===== src/hw/mfr_status_consts.vh =====
// Purpose: constants for the status and telemetry readback bank
// Assumes: eight channels, command codes chosen locally
// Notes: definitions only
`ifndef MFR_STATUS_CONSTS_VH
`define MFR_STATUS_CONSTS_VH
`define NUM_CHAN 8
`define PAGE_W 3
`define CMD_W 8
`define CMD_MFR_STATUS 8'h80
`define CMD_READ_VIN 8'h88
`define CMD_READ_VOUT 8'h8B
`define CMD_READ_TEMP 8'h8D
`define CMD_REVISION 8'h98
`define REVISION_VALUE 8'h11
`define BIT_DISCHARGE 7
`define BIT_FAULT_ONE 6
`define BIT_FAULT_ZERO 5
`define BIT_SERVO_REACHED 4
`define BIT_DAC_CONNECTED 3
`define BIT_DAC_SATURATED 2
`define BIT_VINEN_OFF 1
`define BIT_WATCHDOG 0
`define STICKY_RESET 4'h0
`define WORD_RESET 16'h0000
`endif


===== src/hw/chan_sticky_flags.v =====
// Purpose: sticky per-channel status flags
// Assumes: events are single-cycle or level, same clock
// Notes: set wins over clear
`timescale 1ns/1ns
`default_nettype none
`include "mfr_status_consts.vh"
module chan_sticky_flags (
    input wire clk,
    input wire rst_n,
    input wire set_discharge,
    input wire set_fault_one,
    input wire set_fault_zero,
    input wire set_saturated,
    input wire clear_all,
    input wire clear_fault_lines,
    output reg [3:0] flags_ff
);
    reg [3:0] nxt_flags_ff;
    always @* begin
        nxt_flags_ff = flags_ff;
        if (clear_all) begin
            nxt_flags_ff = 4'h0;
        end
        if (clear_fault_lines) begin
            nxt_flags_ff[2:1] = 2'h0;
        end
        // Set after clear so a coincident event is kept
        if (set_discharge) nxt_flags_ff[3] = 1'b1;
        if (set_fault_one) nxt_flags_ff[2] = 1'b1;
        if (set_fault_zero) nxt_flags_ff[1] = 1'b1;
        if (set_saturated) nxt_flags_ff[0] = 1'b1;
    end
    always @(posedge clk or negedge rst_n) begin
        if (!rst_n) begin
            flags_ff <= `STICKY_RESET;
        end else begin
            flags_ff <= nxt_flags_ff;
        end
    end
endmodule // chan_sticky_flags
`default_nettype wire


===== src/hw/telemetry_store.v =====
// Purpose: latest ADC result words, one per channel
// Assumes: one write port from the ADC sequencer
// Notes: read data registered
`timescale 1ns/1ns
`default_nettype none
`include "mfr_status_consts.vh"
module telemetry_store (
    input wire clk,
    input wire rst_n,
    input wire wr_en,
    input wire [2:0] wr_addr,
    input wire [15:0] wr_data,
    input wire [2:0] rd_addr,
    output reg [15:0] rd_data_ff
);
    reg [15:0] mem_ff [0:7];
    genvar i;
    generate
        for (i = 0; i < `NUM_CHAN; i = i + 1) begin : g_word
            always @(posedge clk or negedge rst_n) begin
                if (!rst_n) begin
                    mem_ff[i] <= `WORD_RESET;
                end else if (wr_en && wr_addr == i) begin
                    mem_ff[i] <= wr_data;
                end
            end
        end
    endgenerate
    always @(posedge clk or negedge rst_n) begin
        if (!rst_n) begin
            rd_data_ff <= `WORD_RESET;
        end else begin
            rd_data_ff <= mem_ff[rd_addr];
        end
    end
endmodule // telemetry_store
`default_nettype wire


===== src/hw/mfr_status_telemetry.v =====
// Purpose: status byte and telemetry readback for an eight-channel supply manager
// Assumes: command decoder presents cmd_code and page; read data two cycles later
// Notes: status events come from sequencer, servo, DAC and watchdog logic
// Function
// - Non-paged bits identical on every page
// - Sticky bits clear by clear-faults; channel bits also by turn-on
// - Alert-enabled bit set pulls alert low
// - Discharge, fault-line events may turn off
// - Bit 7 discharge fault, sticky, alerting
// - Bits 6,5 fault-line events, sticky, alerting
// - Fault-line flags cleared by control/operation cycles
// - Bit 4 live servo target reached
// - Bit 3 live DAC connected
// - Bit 2 DAC saturated, sticky, no alert
// - Bit 1 live input-enable faulted off
// - Bit 0 watchdog fault, sticky, alerting
// - Input voltage word, L11 volts
// - Output word per channel, L16 volts
// - Odd hires channel output, L11 millivolts
// - Temperature word, L11 Celsius
// - Revision byte constant read-only
`timescale 1ns/1ns
`default_nettype none
`include "mfr_status_consts.vh"
module mfr_status_telemetry (
    input wire clk,
    input wire rst_n,
    input wire [2:0] page,
    input wire rd_req,
    input wire [7:0] cmd_code,
    input wire clear_faults,
    input wire [7:0] chan_turn_on,
    input wire [7:0] control_pin_toggle,
    input wire [7:0] operation_on_off_cycle,
    input wire [7:0] discharge_fault_evt,
    input wire [7:0] turn_on_attempt,
    input wire [7:0] fault_shutdown_one,
    input wire [7:0] fault_shutdown_zero,
    input wire shared_fault_line_one_n,
    input wire shared_fault_line_zero_n,
    input wire [7:0] servo_target_reached,
    input wire [7:0] dac_connected,
    input wire [7:0] servo_done_saturated,
    input wire vin_en_faulted_off,
    input wire watchdog_fault_evt,
    input wire [7:0] adc_hires_cfg,
    input wire vin_wr,
    input wire [15:0] vin_l11,
    input wire vout_wr,
    input wire [2:0] vout_chan,
    input wire [15:0] vout_word,
    input wire temp_wr,
    input wire [15:0] temp_l11,
    output reg [15:0] rd_data_ff,
    output reg rd_valid_ff,
    output reg rd_unknown_ff,
    output reg rd_vout_is_l11_ff,
    output reg host_alert_out_n_o_ff,
    output reg host_alert_out_n_oe_ff,
    output reg [7:0] turn_off_req_ff
);
    // Fault lines from pins: three flops, change taken when stages 2 and 3 agree
    reg [1:0] sync1_ff;
    reg [1:0] sync2_ff;
    reg [1:0] sync3_ff;
    reg [1:0] line_low_ff;
    always @(posedge clk or negedge rst_n) begin
        if (!rst_n) begin
            sync1_ff <= 2'h3;
            sync2_ff <= 2'h3;
            sync3_ff <= 2'h3;
            line_low_ff <= 2'h0;
        end else begin
            sync1_ff <= {shared_fault_line_one_n, shared_fault_line_zero_n};
            sync2_ff <= sync1_ff;
            sync3_ff <= sync2_ff;
            if (sync2_ff[0] == sync3_ff[0]) line_low_ff[0] <= ~sync3_ff[0];
            if (sync2_ff[1] == sync3_ff[1]) line_low_ff[1] <= ~sync3_ff[1];
        end
    end

    wire [3:0] sticky [0:7];
    wire [7:0] alert_chan;
    genvar c;
    generate
        for (c = 0; c < `NUM_CHAN; c = c + 1) begin : g_chan
            chan_sticky_flags u_flags (
                .clk(clk),
                .rst_n(rst_n),
                .set_discharge(discharge_fault_evt[c]),
                .set_fault_one((turn_on_attempt[c] & line_low_ff[1]) |
                    fault_shutdown_one[c]),
                .set_fault_zero((turn_on_attempt[c] & line_low_ff[0]) |
                    fault_shutdown_zero[c]),
                .set_saturated(servo_done_saturated[c]),
                .clear_all(clear_faults | chan_turn_on[c]),
                .clear_fault_lines(control_pin_toggle[c] |
                    operation_on_off_cycle[c]),
                .flags_ff(sticky[c])
            );
            // Saturated flag is excluded from alert
            assign alert_chan[c] = |sticky[c][3:1];
        end
    endgenerate

    // Watchdog flag is chip-wide, not paged
    reg watchdog_ff;
    always @(posedge clk or negedge rst_n) begin
        if (!rst_n) begin
            watchdog_ff <= 1'b0;
        end else if (watchdog_fault_evt) begin
            watchdog_ff <= 1'b1;
        end else if (clear_faults) begin
            watchdog_ff <= 1'b0;
        end
    end

    // Turn-off requests only from discharge and fault-line events
    always @(posedge clk or negedge rst_n) begin
        if (!rst_n) begin
            turn_off_req_ff <= 8'h00;
        end else begin
            turn_off_req_ff <= discharge_fault_evt |
                (turn_on_attempt & {8{|line_low_ff}}) |
                fault_shutdown_one | fault_shutdown_zero;
        end
    end

    // Open-drain alert: drive low while any alerting flag is set
    always @(posedge clk or negedge rst_n) begin
        if (!rst_n) begin
            host_alert_out_n_o_ff <= 1'b1;
            host_alert_out_n_oe_ff <= 1'b0;
        end else begin
            host_alert_out_n_o_ff <= 1'b0;
            host_alert_out_n_oe_ff <= (|alert_chan) | watchdog_ff;
        end
    end

    reg [15:0] vin_ff;
    reg [15:0] temp_ff;
    always @(posedge clk or negedge rst_n) begin
        if (!rst_n) begin
            vin_ff <= `WORD_RESET;
            temp_ff <= `WORD_RESET;
        end else begin
            if (vin_wr) vin_ff <= vin_l11;
            if (temp_wr) temp_ff <= temp_l11;
        end
    end

    wire [15:0] vout_rd;
    telemetry_store u_vout (
        .clk(clk),
        .rst_n(rst_n),
        .wr_en(vout_wr),
        .wr_addr(vout_chan),
        .wr_data(vout_word),
        .rd_addr(page),
        .rd_data_ff(vout_rd)
    );

    // Store answers one cycle late, so hold the command for the mux
    reg pend_ff;
    reg [7:0] pend_cmd_ff;
    reg [2:0] pend_page_ff;
    always @(posedge clk or negedge rst_n) begin
        if (!rst_n) begin
            pend_ff <= 1'b0;
            pend_cmd_ff <= 8'h00;
            pend_page_ff <= 3'h0;
        end else begin
            pend_ff <= rd_req;
            pend_cmd_ff <= cmd_code;
            pend_page_ff <= page;
        end
    end

    wire [3:0] sel_sticky = sticky[pend_page_ff];
    // Bit positions come from the header so the layout lives in one place
    reg [7:0] status_byte;
    always @* begin
        status_byte = 8'h00;
        status_byte[`BIT_DISCHARGE] = sel_sticky[3];
        status_byte[`BIT_FAULT_ONE] = sel_sticky[2];
        status_byte[`BIT_FAULT_ZERO] = sel_sticky[1];
        status_byte[`BIT_SERVO_REACHED] = servo_target_reached[pend_page_ff];
        status_byte[`BIT_DAC_CONNECTED] = dac_connected[pend_page_ff];
        status_byte[`BIT_DAC_SATURATED] = sel_sticky[0];
        // Chip-wide bits ignore the page
        status_byte[`BIT_VINEN_OFF] = vin_en_faulted_off;
        status_byte[`BIT_WATCHDOG] = watchdog_ff;
    end
    wire odd_hires = pend_page_ff[0] & adc_hires_cfg[pend_page_ff];

    // Reads only select; nothing is cleared on read
    always @(posedge clk or negedge rst_n) begin
        if (!rst_n) begin
            rd_data_ff <= `WORD_RESET;
            rd_valid_ff <= 1'b0;
            rd_unknown_ff <= 1'b0;
            rd_vout_is_l11_ff <= 1'b0;
        end else begin
            rd_valid_ff <= pend_ff;
            rd_unknown_ff <= 1'b0;
            rd_vout_is_l11_ff <= 1'b0;
            if (pend_ff) begin
                case (pend_cmd_ff)
                    `CMD_MFR_STATUS: rd_data_ff <= {8'h00, status_byte};
                    `CMD_READ_VIN: rd_data_ff <= vin_ff;
                    `CMD_READ_VOUT: begin
                        rd_data_ff <= vout_rd;
                        rd_vout_is_l11_ff <= odd_hires;
                    end
                    `CMD_READ_TEMP: rd_data_ff <= temp_ff;
                    `CMD_REVISION: rd_data_ff <= {8'h00, `REVISION_VALUE};
                    default: begin
                        rd_data_ff <= `WORD_RESET;
                        rd_unknown_ff <= 1'b1;
                    end
                endcase
            end
        end
    end
endmodule // mfr_status_telemetry
`default_nettype wire


===== config.mk =====
export PLATFORM = sky130hd
export DESIGN_NAME = mfr_status_telemetry
export DESIGN_NICKNAME = d
export VERILOG_FILES = /design/src/hw/chan_sticky_flags.v /design/src/hw/telemetry_store.v /design/src/hw/mfr_status_telemetry.v
export VERILOG_INCLUDE_DIRS = /design/src /design/src/hw
export SDC_FILE = /design/constraint.sdc
export NUM_CORES = 1
export LEC_CHECK = 0
export BUFFER_PORTS_ARGS = -buffer_cell sky130_fd_sc_hd__buf_2
export CORE_UTILIZATION = 30
export CTS_BUF_LIST = sky130_fd_sc_hd__clkbuf_4 sky130_fd_sc_hd__clkbuf_8
export CTS_CLUSTER_DIAMETER = 80
export DETAILED_ROUTE_END_ITERATION = 8
export PLACE_DENSITY_LB_ADDON = 0.2
export SYNTH_ARGS = -nofsm -noshare
export SYNTH_HDL_FRONTEND = slang
export SYNTH_HIERARCHICAL = 1
export SYNTH_SLANG_ARGS = --single-unit

===== constraint.sdc =====
create_clock -name clk -period 3.55 [get_ports clk]
set_input_delay 0.71 -clock clk [delete_from_list [all_inputs] [get_ports clk]]
set_output_delay 0.71 -clock clk [all_outputs]
set_load 0.05 [all_outputs]

# Word level (Yosys, flattened, before mapping)
# Cells that the tools add are included.
[totals]
ff_bits = 258
latch_bits = 0
ram_bits = 0
romBits = 0
inputBits = 161
out_inout_bits = 29
wordCells = 246
n_memories = 0
[op_classes]
add_sub_neg = 0
mul = 0
div_mod_pow = 0
n_lt_le_gt_ge = 3
n_eq_ne = 14
n_shift = 0
n_mux = 67
bitwise = 58
reduce_logical = 45
[op_table]
columns = ["operator", "n"]
rows = [
  ["case mux 16 bit (5 select lines)", 1],
  ["binary-select mux 16 bit (select 3 bit)", 1],
  ["nonzero test 3 bit", 16],
  ["two-way mux 1 bit", 41],
  ["== test 8 bit (second input constant)", 5],
  ["two-way mux 4 bit", 10],
  ["nonzero test 2 bit", 17],
  ["OR 1 bit", 33],
  ["two-way mux 16 bit", 2],
  ["OR 8 bit", 3],
  ["OR reduction 24 bit", 1],
  ["bitwise AND 1 bit", 17],
  ["two-way mux 2 bit", 8],
  ["binary-select mux 4 bit (select 3 bit)", 1],
  ["== test 3 bit (second input constant)", 4],
  ["binary-select mux 1 bit (select 3 bit)", 3],
  ["bitwise AND 8 bit", 1],
  [">= comparator 4 bit (second input constant)", 2],
  ["logical AND 1 bit", 8],
  ["inverter 3 -> 4 bit", 2],
  ["== test 3 x 2 -> 1 bit (second input constant)", 2],
  ["OR reduction 5 bit", 1],
  ["less-than comparator 3 x 4 -> 1 bit (second input constant)", 1],
  ["== test 3 x 1 -> 1 bit (second input constant)", 1],
  ["other kinds (4)", 6],
]

# Depth between registers and ports, before layout
[logic_depth]
word_depth = 5
depth_mapped = 7
depth_no_buf = 4

# Cells and area by module
# The synthesis kept the hierarchy.
[modules_own_cells]
columns = ["module", "instances", "cells_each", "area_each_um2", "seq_area_each_um2"]
rows = [
  ["telemetry_store", 1, 352, 6333.6, 3603.5],
  ["mfr_status_telemetry", 1, 315, 3966.3, 2060.7],
  ["chan_sticky_flags", 8, 10, 140.1, 100.1],
]

# Worst setup path before layout
# Ideal clock, no wire load.
[synth_timing]
path_type = "input port to flip-flop"
from = "in vout_chan[1]"
to = "reg u_vout/mem_ff[112] (netlist name)"
setup_time_ns = 0.125
t_arrival_ns = 1.813
t_required_ns = 3.425
slack_ns = 1.612
path_stages = 4
path_buffers = 2
path_cell_list = "buf_4 > nor4b_4 > buf_6 > mux2_2"
[synth_between]
elab_chain_len = 2
[synth_rtl]
columns = ["item", "line", "text"]
rows = [
  ["start: declaration", "mfr_status_telemetry.v:50", "input wire [2:0] vout_chan,"],
  ["logical NOT 3 bit", "telemetry_store.v:23", "end else if (wr_en && wr_addr == i) begin"],
  ["logical AND 1 bit", "telemetry_store.v:23", ""],
  ["end signal: indexed assignment", "telemetry_store.v:22", "mem_ff[i] <= `WORD_RESET;"],
  ["end signal: indexed assignment", "telemetry_store.v:24", "mem_ff[i] <= wr_data;"],
  ["end: declaration", "telemetry_store.v:16", "reg [15:0] mem_ff [0:7];"],
]
# No other way between the ends.
# A chain may end at the register's enable or synchronous reset.

==> out/results.tsv <==
stage	metric	value	unit
die	die_area	0.0389	mm2
layout	final_common_cell	dfrtp_1	
global_route	grt_pass1_vias	7498	
critical_path	slowest_stage	dfrtp_1	
power_and_ir_drop	seqPwrFrac	46.3	%
global_route	antenna_found_initial	6	
global_route	track_usage	15.0	%
critical_path	end_kind	flop	
detailed_routing	drt_wl_total	28400	um
sta	setup_ws	1.40	ns
layout	fin_nets	1109	
detailed_routing	dr.pass1.iters	5	
place	dp.cells	1411	
place	dpl_cell_area	0.0129	mm2
clock_tree	hold_buffers	0	
run	maxCapViolations	0	
layout	stdcell_count	1499	
power_and_ir_drop	p_comb_share	13.6	%
detailed_routing	drc_errors	0	
die	rows	71	
layout	final_cell_mix	251 x dfrtp_1, 185 x mux2_2, 184 x buf_2	
sta	tns	0	ns
power_and_ir_drop	power.density	565	mW/mm2
power_and_ir_drop	max-vdd-ir-drop	0.261	mV
min_path	hp-class	in -> async	
logic_synthesis	synth_seq_area_share	56.6	%
critical_path	r2r_end	rd_data_ff[3]	
logic_synthesis	ys_seq_elements	258	
clock_tree	clock_sinks	258	
clock_tree	clk_pin_slew	0.06	ns
sta	rsz0062_at_grt	no	
clock_tree	root_buffer	clkbuf_8	
sta	finalMaxSlewViolations	0	
critical_path	r2r_start	pend_page_ff[0]	
die	die_h	197	um
critical_path	regToRegSetupSlack	1.40	ns
global_route	grt_pass1_wl	44100	um
detailed_routing	via_per_inst	4.76	
logic_synthesis	ys_async_sr_fraction	100	%
critical_path	path_delay_family	multiplexers	
sta	hold_viol_final	0	
status	outcome	finished clean	
critical_path	startpoint_type	flop	
critical_path	required	3.96	ns
logic_synthesis	syn_inst	747	
critical_path	crit_type	reg -> reg	
logic_synthesis	synth_area	0.0114	mm2
sta	maxSlewHeadroom	32.9	%
die	die_w	197	um
detailed_routing	drtIter0Drc	244	
clock_tree	numCtsBuffers	46	
logic_synthesis	yosys_warnings	6	
clock_tree	cts_resized	0	
clock_tree	insertion_delay	0.57	ns
sta	clock.fmax	465	MHz
logic_synthesis	syn_nets	908	
clock_tree	tritoncts	done	
die	io_pins	190	
power_and_ir_drop	clock_power_share	40.2	%
layout	fin_area	0.0140	mm2
sta	worst_slew_pin_slew	1.00	ns
logic_synthesis	yosys_most_used_dff	dfrtp_1	
clock_tree	postCtsSetupBuffers	0	
sta	final.min_clock_period	2.15	ns
critical_path	r2r_cells	4	
power_and_ir_drop	p_switching	0.00194	W
global_route	grt_overflow	0	
place	pre_cts_slack	1.13	ns
critical_path	crit_chain	mux4_2, mux2_2, nand2_1, a41oi_2	
detailed_routing	wl_per_cell	19.0	um
sta	clock_skew	0.0217	ns
detailed_routing	drtAntennaViolNets	0	
die	core	0.0376	mm2
layout	layout-area-overhead-vs-synth	22.4	%
critical_path	max_stage_delay	0.84	ns
place	post-dp-hpwl	19000	um
critical_path	cp.arrival	2.56	ns
critical_path	cp_max_fo	12	
detailed_routing	vias	7128	
sta	finalSetupViolCount	0	
logic_synthesis	ys_types	54	
power_and_ir_drop	leakage	6.26	nW
critical_path	worst-path-buf-inv	0	
power_and_ir_drop	power.internal	0.00596	W
power_and_ir_drop	p_sw_share	24.6	%
place	globalplace.congestion	0.783	
logic_synthesis	syn_avg_cell_area	15.3	um2
global_route	grt_max_degree	82	
sta	holdWs	0.115	ns
place	port_buffers	185	
clock_tree	htreeDepth	2	
sta	fin_crit_sh	60.6	%
layout	layout-drive-gt1-share	54.4	%
clock_tree	clock_path_buffers	3	
die	start_util	30.4	%
layout	n_fill_cell	3616	
logic_synthesis	synth_edf_count	0	
## logic make-up (layout without fill, tap and decap cells)
kind of cell	after synthesis	after routing	share of synthesized area, %
multiplexers	229	229	27.8
other	1	3	0.0328
AO/OA/AOI/OAI	96	96	6.64
AND/OR/NAND/NOR	106	106	6.16
flip-flops	258	258	56.6
buffers and inverters	57	296	2.73
## worst reg2reg max path, delay by kind of cell, from the launching register on
| family | cells | cell delay, ns |
|---|---|---|
| AND/OR/NAND/NOR | 1 | 0.10 |
| AO/OA/AOI/OAI | 1 | 0.11 |
| flip-flops | 1 | 0.84 |
| multiplexers | 2 | 0.95 |
## how the worst max path moves through the flow
stage	cells past startpoint	to	start	slack, ns
floorplan	4	u_vout/mem_ff[112]	vout_chan[1]	1.61
global placement	4	u_vout/rd_data_ff[0]	page[0]	1.13
detailed placement	4	u_vout/rd_data_ff[0]	page[0]	1.13
CTS	4	rd_data_ff[3]	pend_page_ff[0]	1.31
global route	4	rd_data_ff[3]	pend_page_ff[0]	1.18
finish	4	rd_data_ff[3]	pend_page_ff[0]	1.40
## final cells by class
cell class / count / area, um2 / area share, %
antenna: 2 / 5.00 / 0.0358
clock buffer: 74 / 943 / 6.75
clock inverter: 12 / 148 / 1.06
timing repair buffer: 199 / 1050 / 7.54
sequential: 258 / 6460 / 46.2
multi-input combinational: 432 / 4680 / 33.5
tap: 511 / 639 / 4.57
inverter: 11 / 41.3 / 0.295
## power groups by stage
stage               clock [W]  sequential [W]  combinational [W]
floorplan                   0         0.00366           0.000727
global placement            0         0.00370            0.00107
detailed placement          0         0.00371            0.00108
CTS                   0.00329         0.00366            0.00109
global route          0.00341         0.00372            0.00116
finish                0.00317         0.00366            0.00107
## synth_stat cells, drive strengths merged (3+ instances only)
library cell | number | area [um2]
dfrtp | 251 | 6280
mux2 | 185 | 2080
a21o | 49 | 368
mux4 | 44 | 1100
buf | 36 | 231
nor2 | 24 | 110
nand2 | 23 | 86.3
or2 | 16 | 100
a22o | 13 | 114
inv | 11 | 41.3
clkbuf | 10 | 38.8
a21oi | 9 | 45.0
or3 | 9 | 56.3
a22oi | 8 | 60.1
dfstp | 7 | 184
a41oi | 6 | 90.1
nor4 | 5 | 31.3
nor4b | 5 | 95.1
nand3 | 3 | 15.0
nand4 | 3 | 25.0
nand4b | 3 | 45.0
## routing by layer
layer	share of wire [%]	global-route usage (%)	vias up	routed length (um)
li1	-	-	3224	-
met1	45	20.1	3659	12900
met2	46	23.5	178	13100
met3	5.7	3.64	61	1620
met4	2.7	5.43	6	754
met5	0.15	0	-	42
## sequential cells by signal, summed over array words and instances, names as in the netlist, 8 cells and up
name,flops
u_vout/mem_ff,128
g_chan.u_flags/flags_ff,32
rd_data_ff,16
temp_ff,16
u_vout/rd_data_ff,16
vin_ff,16
pend_cmd_ff,8
turn_off_req_ff,8
## metrics by stage
| stage | utilization (%) | total power [W] |
|---|---|---|
| detailed placement | 34.3 | 0.00479 |
| CTS | 37.2 | 0.00804 |
| global route | 37.2 | 0.00829 |
| global placement | 34.3 | 0.00476 |
| finish | 37.2 | 0.00790 |
| floorplan | - | 0.00439 |
Power figures use the tool's default switching activity.
